===== src/design/tlm_pkg.sv =====
/*
 * constants, register map, field layouts and carrier types for the
 * temperature limit and status monitor.
 * assumes an smbus slave front end that turns bus transactions into
 * single-cycle register read and write strobes.
 */
package tlm_pkg;

    // register offsets
    localparam logic [7:0] ADDR_CONFIG = 8'h01;
    localparam logic [7:0] ADDR_MASK1  = 8'h08;
    localparam logic [7:0] ADDR_MASK2  = 8'h09;
    localparam logic [7:0] ADDR_MASK3  = 8'h0A;
    localparam logic [7:0] ADDR_ONTIME = 8'h19;
    localparam logic [7:0] ADDR_STAT1  = 8'h4F;
    localparam logic [7:0] ADDR_STAT2  = 8'h50;
    localparam logic [7:0] ADDR_STAT3  = 8'h51;

    // per channel: 0 local, 1 remote one, 2 remote two
    localparam int         NUM_CH                 = 3;
    localparam logic [7:0] HI_ADDR      [NUM_CH]  = '{8'h0B, 8'h0E, 8'h11};
    localparam logic [7:0] LO_ADDR      [NUM_CH]  = '{8'h0C, 8'h0F, 8'h12};
    localparam logic [7:0] OT_ADDR      [NUM_CH]  = '{8'h0D, 8'h10, 8'h13};
    localparam logic [7:0] VAL_LSB_ADDR [NUM_CH]  = '{8'h40, 8'h42, 8'h44};
    localparam logic [7:0] VAL_MSB_ADDR [NUM_CH]  = '{8'h41, 8'h43, 8'h45};

    // reset values
    localparam logic [7:0] RST_HIGH   = 8'h8B;
    localparam logic [7:0] RST_LOW    = 8'h54;
    localparam logic [7:0] RST_OT     = 8'h95;
    localparam logic [7:0] RST_ONTIME = 8'hFF;
    localparam logic [7:0] RST_CONFIG = 8'h01;
    localparam logic [7:0] RST_MASK   = 8'h00;
    localparam logic [7:0] RST_ZERO   = 8'h00;

    // field positions
    localparam int CFG_RUN_BIT     = 0;
    localparam int CFG_CMP_BIT     = 3;
    localparam int STAT3_ALERT_BIT = 0;

    // status one bit layout per channel
    localparam logic [7:0] HI_BIT  [NUM_CH] = '{8'h80, 8'h20, 8'h04};
    localparam logic [7:0] LO_BIT  [NUM_CH] = '{8'h40, 8'h10, 8'h02};
    localparam logic [7:0] DF_BIT  [NUM_CH] = '{8'h00, 8'h08, 8'h01};
    localparam logic [7:0] CH_MASK [NUM_CH] = '{8'hC0, 8'h38, 8'h07};

    localparam logic [1:0] CH_LOCAL = 2'h0;
    localparam logic [1:0] CH_REM1  = 2'h1;
    localparam logic [1:0] CH_REM2  = 2'h2;
    localparam logic [1:0] CH_LAST  = 2'h2;

    // timing
    localparam int unsigned LOCAL_CONV_MS  = 11;
    localparam int unsigned REMOTE_CONV_MS = 32;
    localparam int unsigned CLK_PERIOD_NS  = 40;
    localparam int unsigned NS_PER_MS      = 1000000;

    typedef struct packed {
        logic       wr;
        logic       rd;
        logic [7:0] addr;
        logic [7:0] wdata;
    } tlm_req_t;

    typedef struct packed {
        logic        valid;
        logic [15:0] data;
        logic [1:0]  fault;
    } tlm_adc_t;

    typedef enum logic [0:0] {
        TLM_IDLE,
        TLM_CONV
    } tlm_state_t;

endpackage : tlm_pkg


===== src/design/tlm_monitor.sv =====
/*
 * limit comparison, sticky status and alert logic for a three channel
 * temperature monitor, with its round-robin conversion sequencer.
 * assumes an smbus slave front end delivering register strobes and an
 * alert response completion pulse, and an adc front end that returns one
 * result per conversion slot; all inputs synchronous to mclk.
 */
// Overview of operation
// - high violation when result is greater than or equal to high limit
// - low violation only when result is strictly below low limit
// - per channel high, low, overtemperature limits reset to 8B, 54, 95
// - overtemperature on-time percentage limit register resets to FF
// - monitoring runs from reset; config bit 0 starts and stops it
// - each channel converted in turn, result stored on completion
// - slot is 11 ms for local, 32 ms for each remote channel
// - after last channel slot, sequence restarts at first channel
// - fan speed measurement runs independently of this sequence
// - each stored result compared against limits, status bit set on violation; overtemperature sets no status bit, only overtemp_signal
// - status 1 means out of limit, registers at 4F to 51
// - set bit holds until condition gone and read or alert response
// - read clears a bit only when its condition has gone
// - status 3 bit 0 shows alert line being pulled low
// - alert pin asserts on any unmasked high, low or diode fault condition, not on overtemperature
// - mask register 1 (08) gates alert sources; masks 2 and 3 gate nothing; masked status still sets
// - status 4F bit layout: local, remote one, remote two high/low
// - bits 3 and 0 of 4F flag remote diode faults
// - config bit 3 selects latched alert (0) or comparator mode (1)
// - comparator mode releases alert when unmasked conditions clear
`timescale 1ns/1ps
module tlm_monitor
    import tlm_pkg::*;
#(
    parameter int unsigned LOCAL_CONV_CYC  = (LOCAL_CONV_MS * NS_PER_MS) / CLK_PERIOD_NS,
    parameter int unsigned REMOTE_CONV_CYC = (REMOTE_CONV_MS * NS_PER_MS) / CLK_PERIOD_NS,
    parameter int unsigned TMR_W           = 20
) (
    input  wire logic       mclk,
    input  wire logic       rst,
    input  wire tlm_req_t   host_req,
    output logic [7:0]      host_rdata,
    output logic            host_rvalid,
    input  wire logic       ara_done,
    input  wire tlm_adc_t   adc_in,
    output logic            conv_start,
    output logic [1:0]      conv_ch,
    output logic            alert_out,
    output logic            alert_oe,
    output logic            overtemp_signal
);

    localparam logic [TMR_W-1:0] TMR_ZERO = '0;
    localparam logic [TMR_W-1:0] TMR_ONE  = TMR_W'(1);
    localparam logic [TMR_W-1:0] LOC_LAST = TMR_W'(LOCAL_CONV_CYC - 1);
    localparam logic [TMR_W-1:0] REM_LAST = TMR_W'(REMOTE_CONV_CYC - 1);

    logic [7:0]       cfg_reg;
    logic [7:0]       mask_reg    [NUM_CH];
    logic [7:0]       hi_reg      [NUM_CH];
    logic [7:0]       lo_reg      [NUM_CH];
    logic [7:0]       ot_reg      [NUM_CH];
    logic [7:0]       lsb_reg     [NUM_CH];
    logic [7:0]       msb_reg     [NUM_CH];
    logic [7:0]       ontime_reg;
    logic [7:0]       stat1_reg;
    logic [7:0]       cond_reg;
    logic [2:0]       ot_cond_reg;
    logic [7:0]       rdata_reg;
    logic             rvalid_reg;
    logic             alert_reg;
    logic             start_reg;
    tlm_state_t       state_reg;
    tlm_state_t       state_next;
    logic [1:0]       ch_reg;
    logic [1:0]       ch_next;
    logic [TMR_W-1:0] tmr_reg;
    logic [TMR_W-1:0] tmr_next;
    logic             start_next;

    // conversion sequencer
    function automatic logic [TMR_W-1:0] slot_last(input logic [1:0] ch);
        return (ch == CH_LOCAL) ? LOC_LAST : REM_LAST;
    endfunction : slot_last

    wire        run      = cfg_reg[CFG_RUN_BIT];
    wire        slot_end = (state_reg == TLM_CONV) && (tmr_reg == TMR_ZERO);
    wire [1:0]  ch_wrap  = (ch_reg == CH_LAST) ? CH_LOCAL : ch_reg + CH_REM1;

    // the sequencer takes no input from fan speed logic, so tach runs freely
    always_comb begin
        state_next = state_reg;
        ch_next    = ch_reg;
        tmr_next   = tmr_reg;
        start_next = 1'b0;
        case (state_reg)
            TLM_IDLE: begin
                if (run) begin
                    state_next = TLM_CONV;
                    ch_next    = CH_LOCAL;
                    tmr_next   = slot_last(CH_LOCAL);
                    start_next = 1'b1;
                end
            end
            TLM_CONV: begin
                if (!run) begin
                    state_next = TLM_IDLE;
                    ch_next    = CH_LOCAL;
                    tmr_next   = TMR_ZERO;
                end else if (slot_end) begin
                    ch_next    = ch_wrap;
                    tmr_next   = slot_last(ch_wrap);
                    start_next = 1'b1;
                end else begin
                    tmr_next   = tmr_reg - TMR_ONE;
                end
            end
            default: begin
                state_next = TLM_IDLE;
                ch_next    = CH_LOCAL;
                tmr_next   = TMR_ZERO;
            end
        endcase
    end

    always_ff @(posedge mclk or posedge rst) begin
        if (rst) begin
            state_reg <= TLM_IDLE;
            ch_reg    <= CH_LOCAL;
            tmr_reg   <= TMR_ZERO;
            start_reg <= 1'b0;
        end else begin
            state_reg <= state_next;
            ch_reg    <= ch_next;
            tmr_reg   <= tmr_next;
            start_reg <= start_next;
        end
    end

    // result store and limit comparison
    wire       store   = (state_reg == TLM_CONV) && adc_in.valid && run;
    wire [7:0] res_msb = adc_in.data[15:8];
    wire [7:0] res_lsb = adc_in.data[7:0];
    wire       hi_hit  = res_msb >= hi_reg[ch_reg];
    wire       lo_hit  = res_msb < lo_reg[ch_reg];
    wire       ot_hit  = res_msb >= ot_reg[ch_reg];
    wire       df_hit  = (ch_reg == CH_REM1) ? adc_in.fault[0] :
                         (ch_reg == CH_REM2) ? adc_in.fault[1] : 1'b0;
    wire [7:0] evt_vec = (hi_hit ? HI_BIT[ch_reg] : RST_ZERO) |
                         (lo_hit ? LO_BIT[ch_reg] : RST_ZERO) |
                         (df_hit ? DF_BIT[ch_reg] : RST_ZERO);
    wire [7:0] set_vec   = store ? evt_vec : RST_ZERO;
    wire [7:0] cond_next = store ? ((cond_reg & ~CH_MASK[ch_reg]) | evt_vec) : cond_reg;

    // sticky status; a read or alert response only clears gone conditions
    wire       rd_stat1  = host_req.rd && (host_req.addr == ADDR_STAT1);
    wire [7:0] clr_vec   = (rd_stat1 || ara_done) ? ~cond_reg : RST_ZERO;
    wire [7:0] stat1_next = (stat1_reg & ~clr_vec) | set_vec;

    // alert: latched status in smbus mode, live conditions in comparator mode
    wire [7:0] alert_src  = cfg_reg[CFG_CMP_BIT] ? cond_reg : stat1_reg;
    wire       alert_next = |(alert_src & ~mask_reg[0]);

    always_ff @(posedge mclk or posedge rst) begin
        if (rst) begin
            stat1_reg   <= RST_ZERO;
            cond_reg    <= RST_ZERO;
            ot_cond_reg <= '0;
            alert_reg   <= 1'b0;
        end else begin
            stat1_reg <= stat1_next;
            cond_reg  <= cond_next;
            alert_reg <= alert_next;
            if (store) begin
                ot_cond_reg[ch_reg] <= ot_hit;
            end
        end
    end

    // register writes and stored results
    always_ff @(posedge mclk or posedge rst) begin
        if (rst) begin
            cfg_reg    <= RST_CONFIG;
            ontime_reg <= RST_ONTIME;
            for (int c = 0; c < NUM_CH; c++) begin
                mask_reg[c] <= RST_MASK;
                hi_reg[c]   <= RST_HIGH;
                lo_reg[c]   <= RST_LOW;
                ot_reg[c]   <= RST_OT;
                lsb_reg[c]  <= RST_ZERO;
                msb_reg[c]  <= RST_ZERO;
            end
        end else begin
            if (host_req.wr) begin
                if (host_req.addr == ADDR_CONFIG) cfg_reg <= host_req.wdata;
                if (host_req.addr == ADDR_MASK1) mask_reg[0] <= host_req.wdata;
                if (host_req.addr == ADDR_MASK2) mask_reg[1] <= host_req.wdata;
                if (host_req.addr == ADDR_MASK3) mask_reg[2] <= host_req.wdata;
                if (host_req.addr == ADDR_ONTIME) ontime_reg <= host_req.wdata;
                for (int c = 0; c < NUM_CH; c++) begin
                    if (host_req.addr == HI_ADDR[c]) hi_reg[c] <= host_req.wdata;
                    if (host_req.addr == LO_ADDR[c]) lo_reg[c] <= host_req.wdata;
                    if (host_req.addr == OT_ADDR[c]) ot_reg[c] <= host_req.wdata;
                end
            end
            if (store) begin
                lsb_reg[ch_reg] <= res_lsb;
                msb_reg[ch_reg] <= res_msb;
            end
        end
    end

    // read selection; unmapped and reserved locations read as zero
    function automatic logic [7:0] read_mux(input logic [7:0] a);
        logic [7:0] v;
        v = RST_ZERO;
        if (a == ADDR_CONFIG) v = cfg_reg;
        if (a == ADDR_MASK1) v = mask_reg[0];
        if (a == ADDR_MASK2) v = mask_reg[1];
        if (a == ADDR_MASK3) v = mask_reg[2];
        if (a == ADDR_ONTIME) v = ontime_reg;
        if (a == ADDR_STAT1) v = stat1_reg;
        if (a == ADDR_STAT3) v[STAT3_ALERT_BIT] = alert_reg;
        for (int c = 0; c < NUM_CH; c++) begin
            if (a == HI_ADDR[c]) v = hi_reg[c];
            if (a == LO_ADDR[c]) v = lo_reg[c];
            if (a == OT_ADDR[c]) v = ot_reg[c];
            if (a == VAL_LSB_ADDR[c]) v = lsb_reg[c];
            if (a == VAL_MSB_ADDR[c]) v = msb_reg[c];
        end
        return v;
    endfunction : read_mux

    logic [7:0] rd_sel;

    // a continuous assignment would not see registers read inside the function
    always_comb begin
        rd_sel = read_mux(host_req.addr);
    end

    always_ff @(posedge mclk or posedge rst) begin
        if (rst) begin
            rdata_reg  <= RST_ZERO;
            rvalid_reg <= 1'b0;
        end else begin
            rvalid_reg <= host_req.rd;
            if (host_req.rd) begin
                rdata_reg <= rd_sel;
            end
        end
    end

    assign host_rdata      = rdata_reg;
    assign host_rvalid     = rvalid_reg;
    assign conv_start      = start_reg;
    assign conv_ch         = ch_reg;
    // open drain: the line only ever gets pulled low
    assign alert_out       = 1'b0;
    assign alert_oe        = alert_reg;
    assign overtemp_signal = |ot_cond_reg;

    a_high_ge: assert property (@(posedge mclk) disable iff (rst)
        store && (ch_reg == CH_LOCAL) && (res_msb >= hi_reg[0]) |=> stat1_reg[7])
        else $error("local high violation not flagged");

    a_low_strict: assert property (@(posedge mclk) disable iff (rst)
        store && (ch_reg == CH_REM1)
        |=> cond_reg[4] == ($past(res_msb) < $past(lo_reg[1])))
        else $error("remote one low compare is not strict less-than");

    a_monitor_stop: assert property (@(posedge mclk) disable iff (rst)
        !run |=> (state_reg == TLM_IDLE) && !conv_start)
        else $error("sequencer kept running with monitor disabled");

    a_slot_wrap: assert property (@(posedge mclk) disable iff (rst)
        slot_end && run && (ch_reg == CH_LAST)
        |=> (ch_reg == CH_LOCAL) && conv_start && (tmr_reg == LOC_LAST))
        else $error("round robin did not restart at local channel");

    a_sticky_hold: assert property (@(posedge mclk) disable iff (rst)
        !(rd_stat1 || ara_done) |=> ($past(stat1_reg) & ~stat1_reg) == RST_ZERO)
        else $error("status bit dropped without read or alert response");

    a_read_keeps: assert property (@(posedge mclk) disable iff (rst)
        rd_stat1 |=> (($past(stat1_reg) & $past(cond_reg)) & ~stat1_reg) == RST_ZERO)
        else $error("read cleared a bit whose condition persists");

    a_set_wins: assert property (@(posedge mclk) disable iff (rst)
        store && (rd_stat1 || ara_done) |=> ($past(set_vec) & ~stat1_reg) == RST_ZERO)
        else $error("new violation lost to clearing read");

    a_alert_flag: assert property (@(posedge mclk) disable iff (rst)
        host_req.rd && (host_req.addr == ADDR_STAT3)
        |=> host_rvalid && (host_rdata[STAT3_ALERT_BIT] == $past(alert_oe)))
        else $error("status 3 alert bit does not follow alert line");

    a_alert_smbus: assert property (@(posedge mclk) disable iff (rst)
        !cfg_reg[CFG_CMP_BIT] && |(stat1_reg & ~mask_reg[0]) |=> alert_oe)
        else $error("alert not asserted for unmasked latched status");

    a_mask_gate: assert property (@(posedge mclk) disable iff (rst)
        !cfg_reg[CFG_CMP_BIT] && ((stat1_reg & ~mask_reg[0]) == RST_ZERO) |=> !alert_oe)
        else $error("masked source drove the alert line");

    a_comp_release: assert property (@(posedge mclk) disable iff (rst)
        cfg_reg[CFG_CMP_BIT] && ((cond_reg & ~mask_reg[0]) == RST_ZERO) |=> !alert_oe)
        else $error("comparator mode alert not released");

    a_res_store: assert property (@(posedge mclk) disable iff (rst)
        store && (ch_reg == CH_REM2)
        |=> (msb_reg[2] == $past(res_msb)) && (lsb_reg[2] == $past(res_lsb)))
        else $error("remote two result not stored");

    a_local_slot: assert property (@(posedge mclk) disable iff (rst)
        conv_start && (conv_ch == CH_LOCAL) |-> tmr_reg == LOC_LAST)
        else $error("local slot length wrong");

    a_remote_slot: assert property (@(posedge mclk) disable iff (rst)
        conv_start && (conv_ch != CH_LOCAL) |-> tmr_reg == REM_LAST)
        else $error("remote slot length wrong");

    a_high_miss: assert property (@(posedge mclk) disable iff (rst)
        store && (ch_reg == CH_REM2) && !(res_msb >= hi_reg[2]) |=> !cond_reg[2])
        else $error("remote two high flagged below limit");

    a_status_set: assert property (@(posedge mclk) disable iff (rst)
        store |=> (stat1_reg & $past(evt_vec)) == $past(evt_vec))
        else $error("violation did not set status");

    a_diode_one: assert property (@(posedge mclk) disable iff (rst)
        store && (ch_reg == CH_REM1) && adc_in.fault[0] |=> stat1_reg[3])
        else $error("remote one diode fault not flagged");

    a_diode_two: assert property (@(posedge mclk) disable iff (rst)
        store && (ch_reg == CH_REM2) && adc_in.fault[1] |=> stat1_reg[0])
        else $error("remote two diode fault not flagged");

    a_local_bits: assert property (@(posedge mclk) disable iff (rst)
        store && (ch_reg == CH_LOCAL)
        |=> (cond_reg & ~CH_MASK[0]) == $past(cond_reg & ~CH_MASK[0]))
        else $error("local result touched remote status bits");

    a_ot_pin: assert property (@(posedge mclk) disable iff (rst)
        store && (ch_reg == CH_LOCAL) && (res_msb >= ot_reg[0]) |=> overtemp_signal)
        else $error("overtemperature output not raised");

    a_limit_write: assert property (@(posedge mclk) disable iff (rst)
        host_req.wr && (host_req.addr == HI_ADDR[1]) |=> hi_reg[1] == $past(host_req.wdata))
        else $error("remote one high limit write lost");

    a_read_stat1: assert property (@(posedge mclk) disable iff (rst)
        rd_stat1 |=> host_rdata == $past(stat1_reg))
        else $error("status one read returned wrong value");

    a_comp_alert: assert property (@(posedge mclk) disable iff (rst)
        cfg_reg[CFG_CMP_BIT] && |(cond_reg & ~mask_reg[0]) |=> alert_oe)
        else $error("comparator mode alert not asserted");

    a_rvalid_follow: assert property (@(posedge mclk) disable iff (rst)
        host_rvalid == $past(host_req.rd))
        else $error("read valid does not follow read strobe");

    a_run_start: assert property (@(posedge mclk) disable iff (rst)
        (state_reg == TLM_IDLE) && run
        |=> conv_start && (ch_reg == CH_LOCAL) && (state_reg == TLM_CONV))
        else $error("monitor did not start at local channel");

    a_ch_advance: assert property (@(posedge mclk) disable iff (rst)
        slot_end && run && (ch_reg == CH_LOCAL)
        |=> (ch_reg == CH_REM1) && conv_start && (tmr_reg == REM_LAST))
        else $error("sequence did not move to remote one");

    a_clear_gone: assert property (@(posedge mclk) disable iff (rst)
        rd_stat1 && !store |=> (stat1_reg & ~$past(cond_reg)) == RST_ZERO)
        else $error("read left a bit whose condition is gone");

endmodule : tlm_monitor


===== config.mk =====
export PLATFORM = sky130hd
export DESIGN_NAME = tlm_monitor
export DESIGN_NICKNAME = d
export VERILOG_FILES = /design/src/design/tlm_pkg.sv /design/src/design/tlm_monitor.sv
export SDC_FILE = /design/constraint.sdc
export NUM_CORES = 1
export LEC_CHECK = 0
export BUFFER_PORTS_ARGS = -buffer_cell sky130_fd_sc_hd__buf_2
export CORE_MARGIN = 8
export CORE_UTILIZATION = 50
export CTS_CLUSTER_SIZE = 28
export DETAILED_ROUTE_END_ITERATION = 6
export PLACE_DENSITY = 0.65
export SYNTH_ARGS = -nofsm -noshare
export SYNTH_HDL_FRONTEND = slang
export SYNTH_SLANG_ARGS = --single-unit

===== constraint.sdc =====
create_clock -name mclk -period 8.63 [get_ports mclk]
set_clock_uncertainty 0.2 [all_clocks]
set_input_delay 1.2945 -clock mclk [delete_from_list [all_inputs] [get_ports mclk]]
set_output_delay 1.2945 -clock mclk [all_outputs]
set_load 0.05 [all_outputs]

Word level (Yosys, flattened, before mapping)
Index checks and enable logic that the tools add are counted.
{"block": "totals", "inputBits": 40, "regBits": 213, "output_inout_bits": 15, "elab_cells": 176}
{"block": "classes", "n_lt_le_gt_ge": 7, "reduce_logical": 26, "addsub": 2, "bitwise": 13, "muxes": 72, "eq_ne": 26}
{"cell": "two-way mux 8 bit", "n": 42}
{"cell": "binary-select mux 8 bit (select 2 bit)", "n": 7}
{"cell": "two-way mux 20 bit", "n": 4}
{"cell": "equality test 8 x 4 -> 1 bit, second input constant", "n": 8}
{"cell": "equality test 8 x 7 -> 1 bit, second input constant", "n": 8}
{"cell": "bitwise mux 24 bit", "n": 2}
{"cell": "equality test 8 x 5 -> 1 bit, second input constant", "n": 5}
{"cell": "case mux 20 bit (2 select lines)", "n": 1}
{"cell": "inverter 8 bit", "n": 4}
{"cell": "bitwise OR 8 bit", "n": 4}
{"cell": "AND reduction 2 bit", "n": 15}
{"cell": "bitwise AND 8 bit", "n": 3}
{"cell": "zero test 20 bit", "n": 1}
{"cell": "subtractor 20 x 1 -> 20 bit, second input constant", "n": 1}
{"cell": "demux 8 bit (select 2 bit)", "n": 1}
{"cell": ">= comparator 8 bit", "n": 2}
{"cell": "equality test 8 x 1 -> 1 bit, second input constant", "n": 1}
{"cell": "less-than comparator 8 bit", "n": 1}
{"cell": "two-way mux 2 bit", "n": 4}
{"cell": "OR reduction 8 bit", "n": 1}
{"cell": "two-way mux 1 bit", "n": 7}
{"cell": "logical AND 1 bit", "n": 6}
{"cell": "case mux 2 bit (2 select lines)", "n": 1}
{"cell": "bitwise mux 3 bit", "n": 1}
{"cell": "other kinds (16)", "n": 16}

Longest topological paths before layout
{"block": "depth", "depth_word": 23, "depth_mapped": 12, "mapped_depth_nobuf": 10}

Least setup slack after synthesis
Ideal clock, no wire load.
{"block": "synth_timing", "path_kind": "flip-flop to flip-flop", "start": "register ch_reg[1], in the netlist conv_ch[1]", "end": "register with a tool-made name", "path_buffers": 3, "arrival_time_ns": 3.232, "slack_ns": 5.049, "synth_period_minus_slack_ns": 3.581, "setup_time_ns": 0.148, "stages_incl_launch_ff": 13, "t_required_ns": 8.282, "cell_sequence": "dfrtp_1 clkbuf_1 buf_2 buf_1 mux2i_1 o21ai_0 ha_1 nand2b_1 a21o_1 a21oi_1 o21ai_0 o41ai_1 o21ai_0"}
{"element": "from (decl)", "line": "tlm_monitor.sv:73", "rtl": "logic [1:0] ch_reg;"}
{"element": "from (signal assigned)", "line": "tlm_monitor.sv:132", "rtl": "ch_reg <= ch_next;"}

Worst setup path after layout
{"block": "layout_timing", "start": "input port host_req[9] (netlist name)", "end": "register lo_reg[8] (netlist name)"}
{"block": "layout_via", "elab_chain_cells": 2}
{"element": "from (decl)", "line": "tlm_monitor.sv:39", "rtl": "input wire tlm_req_t host_req,"}
{"element": "equality test 8 x 4 -> 1 bit", "line": "tlm_monitor.sv:200", "rtl": "if (host_req.addr == LO_ADDR[c]) lo_reg[c] <= host_req.wdata;"}
{"element": "AND reduction 2 bit (no source line)"}
{"element": "to (signal, indexed assignment)", "line": "tlm_monitor.sv:200"}
{"element": "to (decl)", "line": "tlm_monitor.sv:59", "rtl": "logic [7:0] lo_reg [NUM_CH];"}
Every way passes these cells.
A chain may end at the register's enable or synchronous reset.

==> flow_summary.ini <==
[logic_synthesis]
ys_warn_count = 0
syn_area_per_cell_um2 = 10.1
synth-edff-count = 0
yosys_most_used_dff = dfrtp_1
synth-seq-area-share_pct = 45.6
synth_nets = 1233
netlist_instances = 1169
synth.distinct_cells = 78
synth_seq_cells = 213
postSynth.asyncResetShare_pct = 100
syn_area_mm2 = 0.0118

[cts]
cts_tree = yes
htreeDepth = 1
clk_latency_ns = 0.54
path_clk_slew_ns = 0.07
clockBufferDepth = 3
cts_resized = 0
hold_buffers = 0
postCtsSetupBuffers = 0
numCtsBuffers = 24
clock_sinks = 213
clockRootBuffer = clkbuf_16

[drt]
dr.pass1.iters = 5
drc = 0
drt_wl_total_um = 38800
ant_nets = 0
post_drt_wl_per_cell_um = 25.5
drtIter0Drc = 1075
vias = 9713
route.detailed.vias_per_inst = 6.39

[pwr]
ir_drop_mv = 0.174
p_per_area_mw_per_mm2 = 192
p_leak_nw = 5.74

[critical_path]
slowest_delay_ns = 0.57
setup.worst_path.start_class = input port
ff2ff_path_depth = 11
r2r_setup_slack_ns = 4.78
end_kind = flip-flop
crit_arrival_ns = 4.08
cpMaxStageDelayCell = inv_1
cp-endpoint = lo_reg[8]
path_common_cell = nor2_2
critPathLaunch = host_req[9]
crit_type = in2reg
worstPathCellList = buf_2 -> buf_4 -> inv_1 -> nor2_2 -> nand2_1 -> nor2_2 -> mux2_2
reg2reg_from = conv_ch[1]
crit_fanout = 71
worstPathRequired_ns = 8.83

[timing]
fmax_mhz = 258
setup_ws_ns = 4.75
hold_viol = 0
drv_slew = 0
rsz0062_at_grt = no
setup-tns-final_ns = 0
hold_ws_ns = 0.279
worst_slew_pin_slew_ns = 1.10
slew_headroom_pct = 25.7
setup_violations = 0
final.min_clock_period_ns = 3.88
finalCritPeriodShare_pct = 44.9

[global_route]
grt_max_degree = 96
grt_pass1_vias = 9663
grtUsageTotal_pct = 26.9
grt-ovfl-total = 0
antenna_found_initial = 0
grt_pass1_wl_um = 59400

[layout]
regArea_mm2 = 0.00538
fill_cells = 2086
drive_above_1_share_pct = 26.3
diodes = 0
layout_commonest_cell = dfrtp_1
multiInputGateArea_mm2 = 0.00602
nNetsFinal = 1248
syn_to_final_growth_pct = 10.4
stdcell_count = 1521
mostFrequentLayoutCells = dfrtp_1, nand2_1, mux2_2

[placement]
place_ws_ns = 4.34
place.detailed.hpwl_um = 27500
dp.cells = 1477
io_buffers = 53
gp_congestion = 1.03

[die]
ioPinCount = 55
die_y_um = 170
fp-row-count = 56
initial_core_util_pct = 50.6
coreArea_mm2 = 0.0233
die-area_mm2 = 0.0288
die_w_um = 170

[hold_path]
holdCritStartpoint = msb_reg[11]
hold_path_class = reg2reg

[outcome]
outcome = finished clean

[job]
cap_viol_max_count = 0
## worst max-delay path: cells and delay by family
family	cells	cell delay, ns
muxes	1	0.39
buffers and inverters	3	1.19
and+or+nand+nor	3	1.15
## logic make-up after synthesis
group	count (synthesis)	share of synthesized area, %
muxes	167	15.6
and+or+nand+nor	376	16.0
AOI/OAI and AO/OA	280	15.7
buffers and inverters	96	3.53
xor gates and xnor gates	12	0.890
other	1	0.0318
adders and majority gates	24	2.54
DFF	213	45.6
## report_power, final
part	total, mW	switching (mW)	leakage [nW]	internal, mW
Sequential	1.13	0.0676	2.77	1.06
Clock	1.04	0.434	0.380	0.603
Combinational	0.338	0.211	2.59	0.127
## synth_stat cells (8+ instances only)
master       n  area share (%)
a21oi_1     61             2.6
a22oi_1      9            0.57
a31oi_1     14            0.74
buf_2       12            0.51
clkbuf_1    52             1.7
dfrtp_1    171              36
dfstp_2     42             9.3
ha_1        24             2.5
inv_1       20            0.64
mux2_2     129              12
mux2i_1     37             3.1
nand2_1    162             5.2
nand2b_1    10            0.53
nand3_1     21            0.89
nor2_1      66             2.1
nor2_2      10            0.53
nor2b_1     12            0.64
nor3_1      25             1.1
nor4_1       8            0.42
o211ai_1    15            0.95
o21ai_0     64             2.7
o22ai_1     18            0.95
o2bb2ai_1    8            0.59
o31ai_1     10            0.64
o32ai_1      8            0.59
or3_1        8            0.42
xnor2_1      8            0.59
## routing by layer
metal,vias to the layer above,wire (um),part of all wire [%],track usage [%]
met5,-,0,0,0
met4,0,2020,5.2,12.6
met3,138,2870,7.4,4.56
met2,468,17800,46,43.0
met1,4808,16100,42,35.2
li1,4299,-,-,-
## worst min-delay path by stage
stage / endpoint / slack (ns) / cells past startpoint
final: msb_reg[11] / 0.28 / 2
after global routing: msb_reg[11] / 0.29 / 2
after CTS: msb_reg[11] / 0.28 / 2
after detailed placement: msb_reg[11] / 0.26 / 2
after global placement: msb_reg[11] / 0.26 / 2
after floorplan: state_reg / 0.22 / 0
## area by class of cell
type	count	area share, %
clock buffers	35	5.47
clock inverters	9	0.615
inverters	21	0.663
multi-input cells	860	46.2
flip-flops and latches	213	41.3
well taps	319	3.06
repair buffers	64	2.67
## per-stage QoR
step	instance area [um^2]	power [mW]	utilization, %
global route	13000	2.59	55.8
floorplan	11800	1.36	-
CTS	13000	2.51	55.8
detailed placement	12200	1.47	52.4
finish	13000	2.50	55.8
global placement	12200	1.47	52.4
Note: power is estimated with default switching activity, not from simulation.
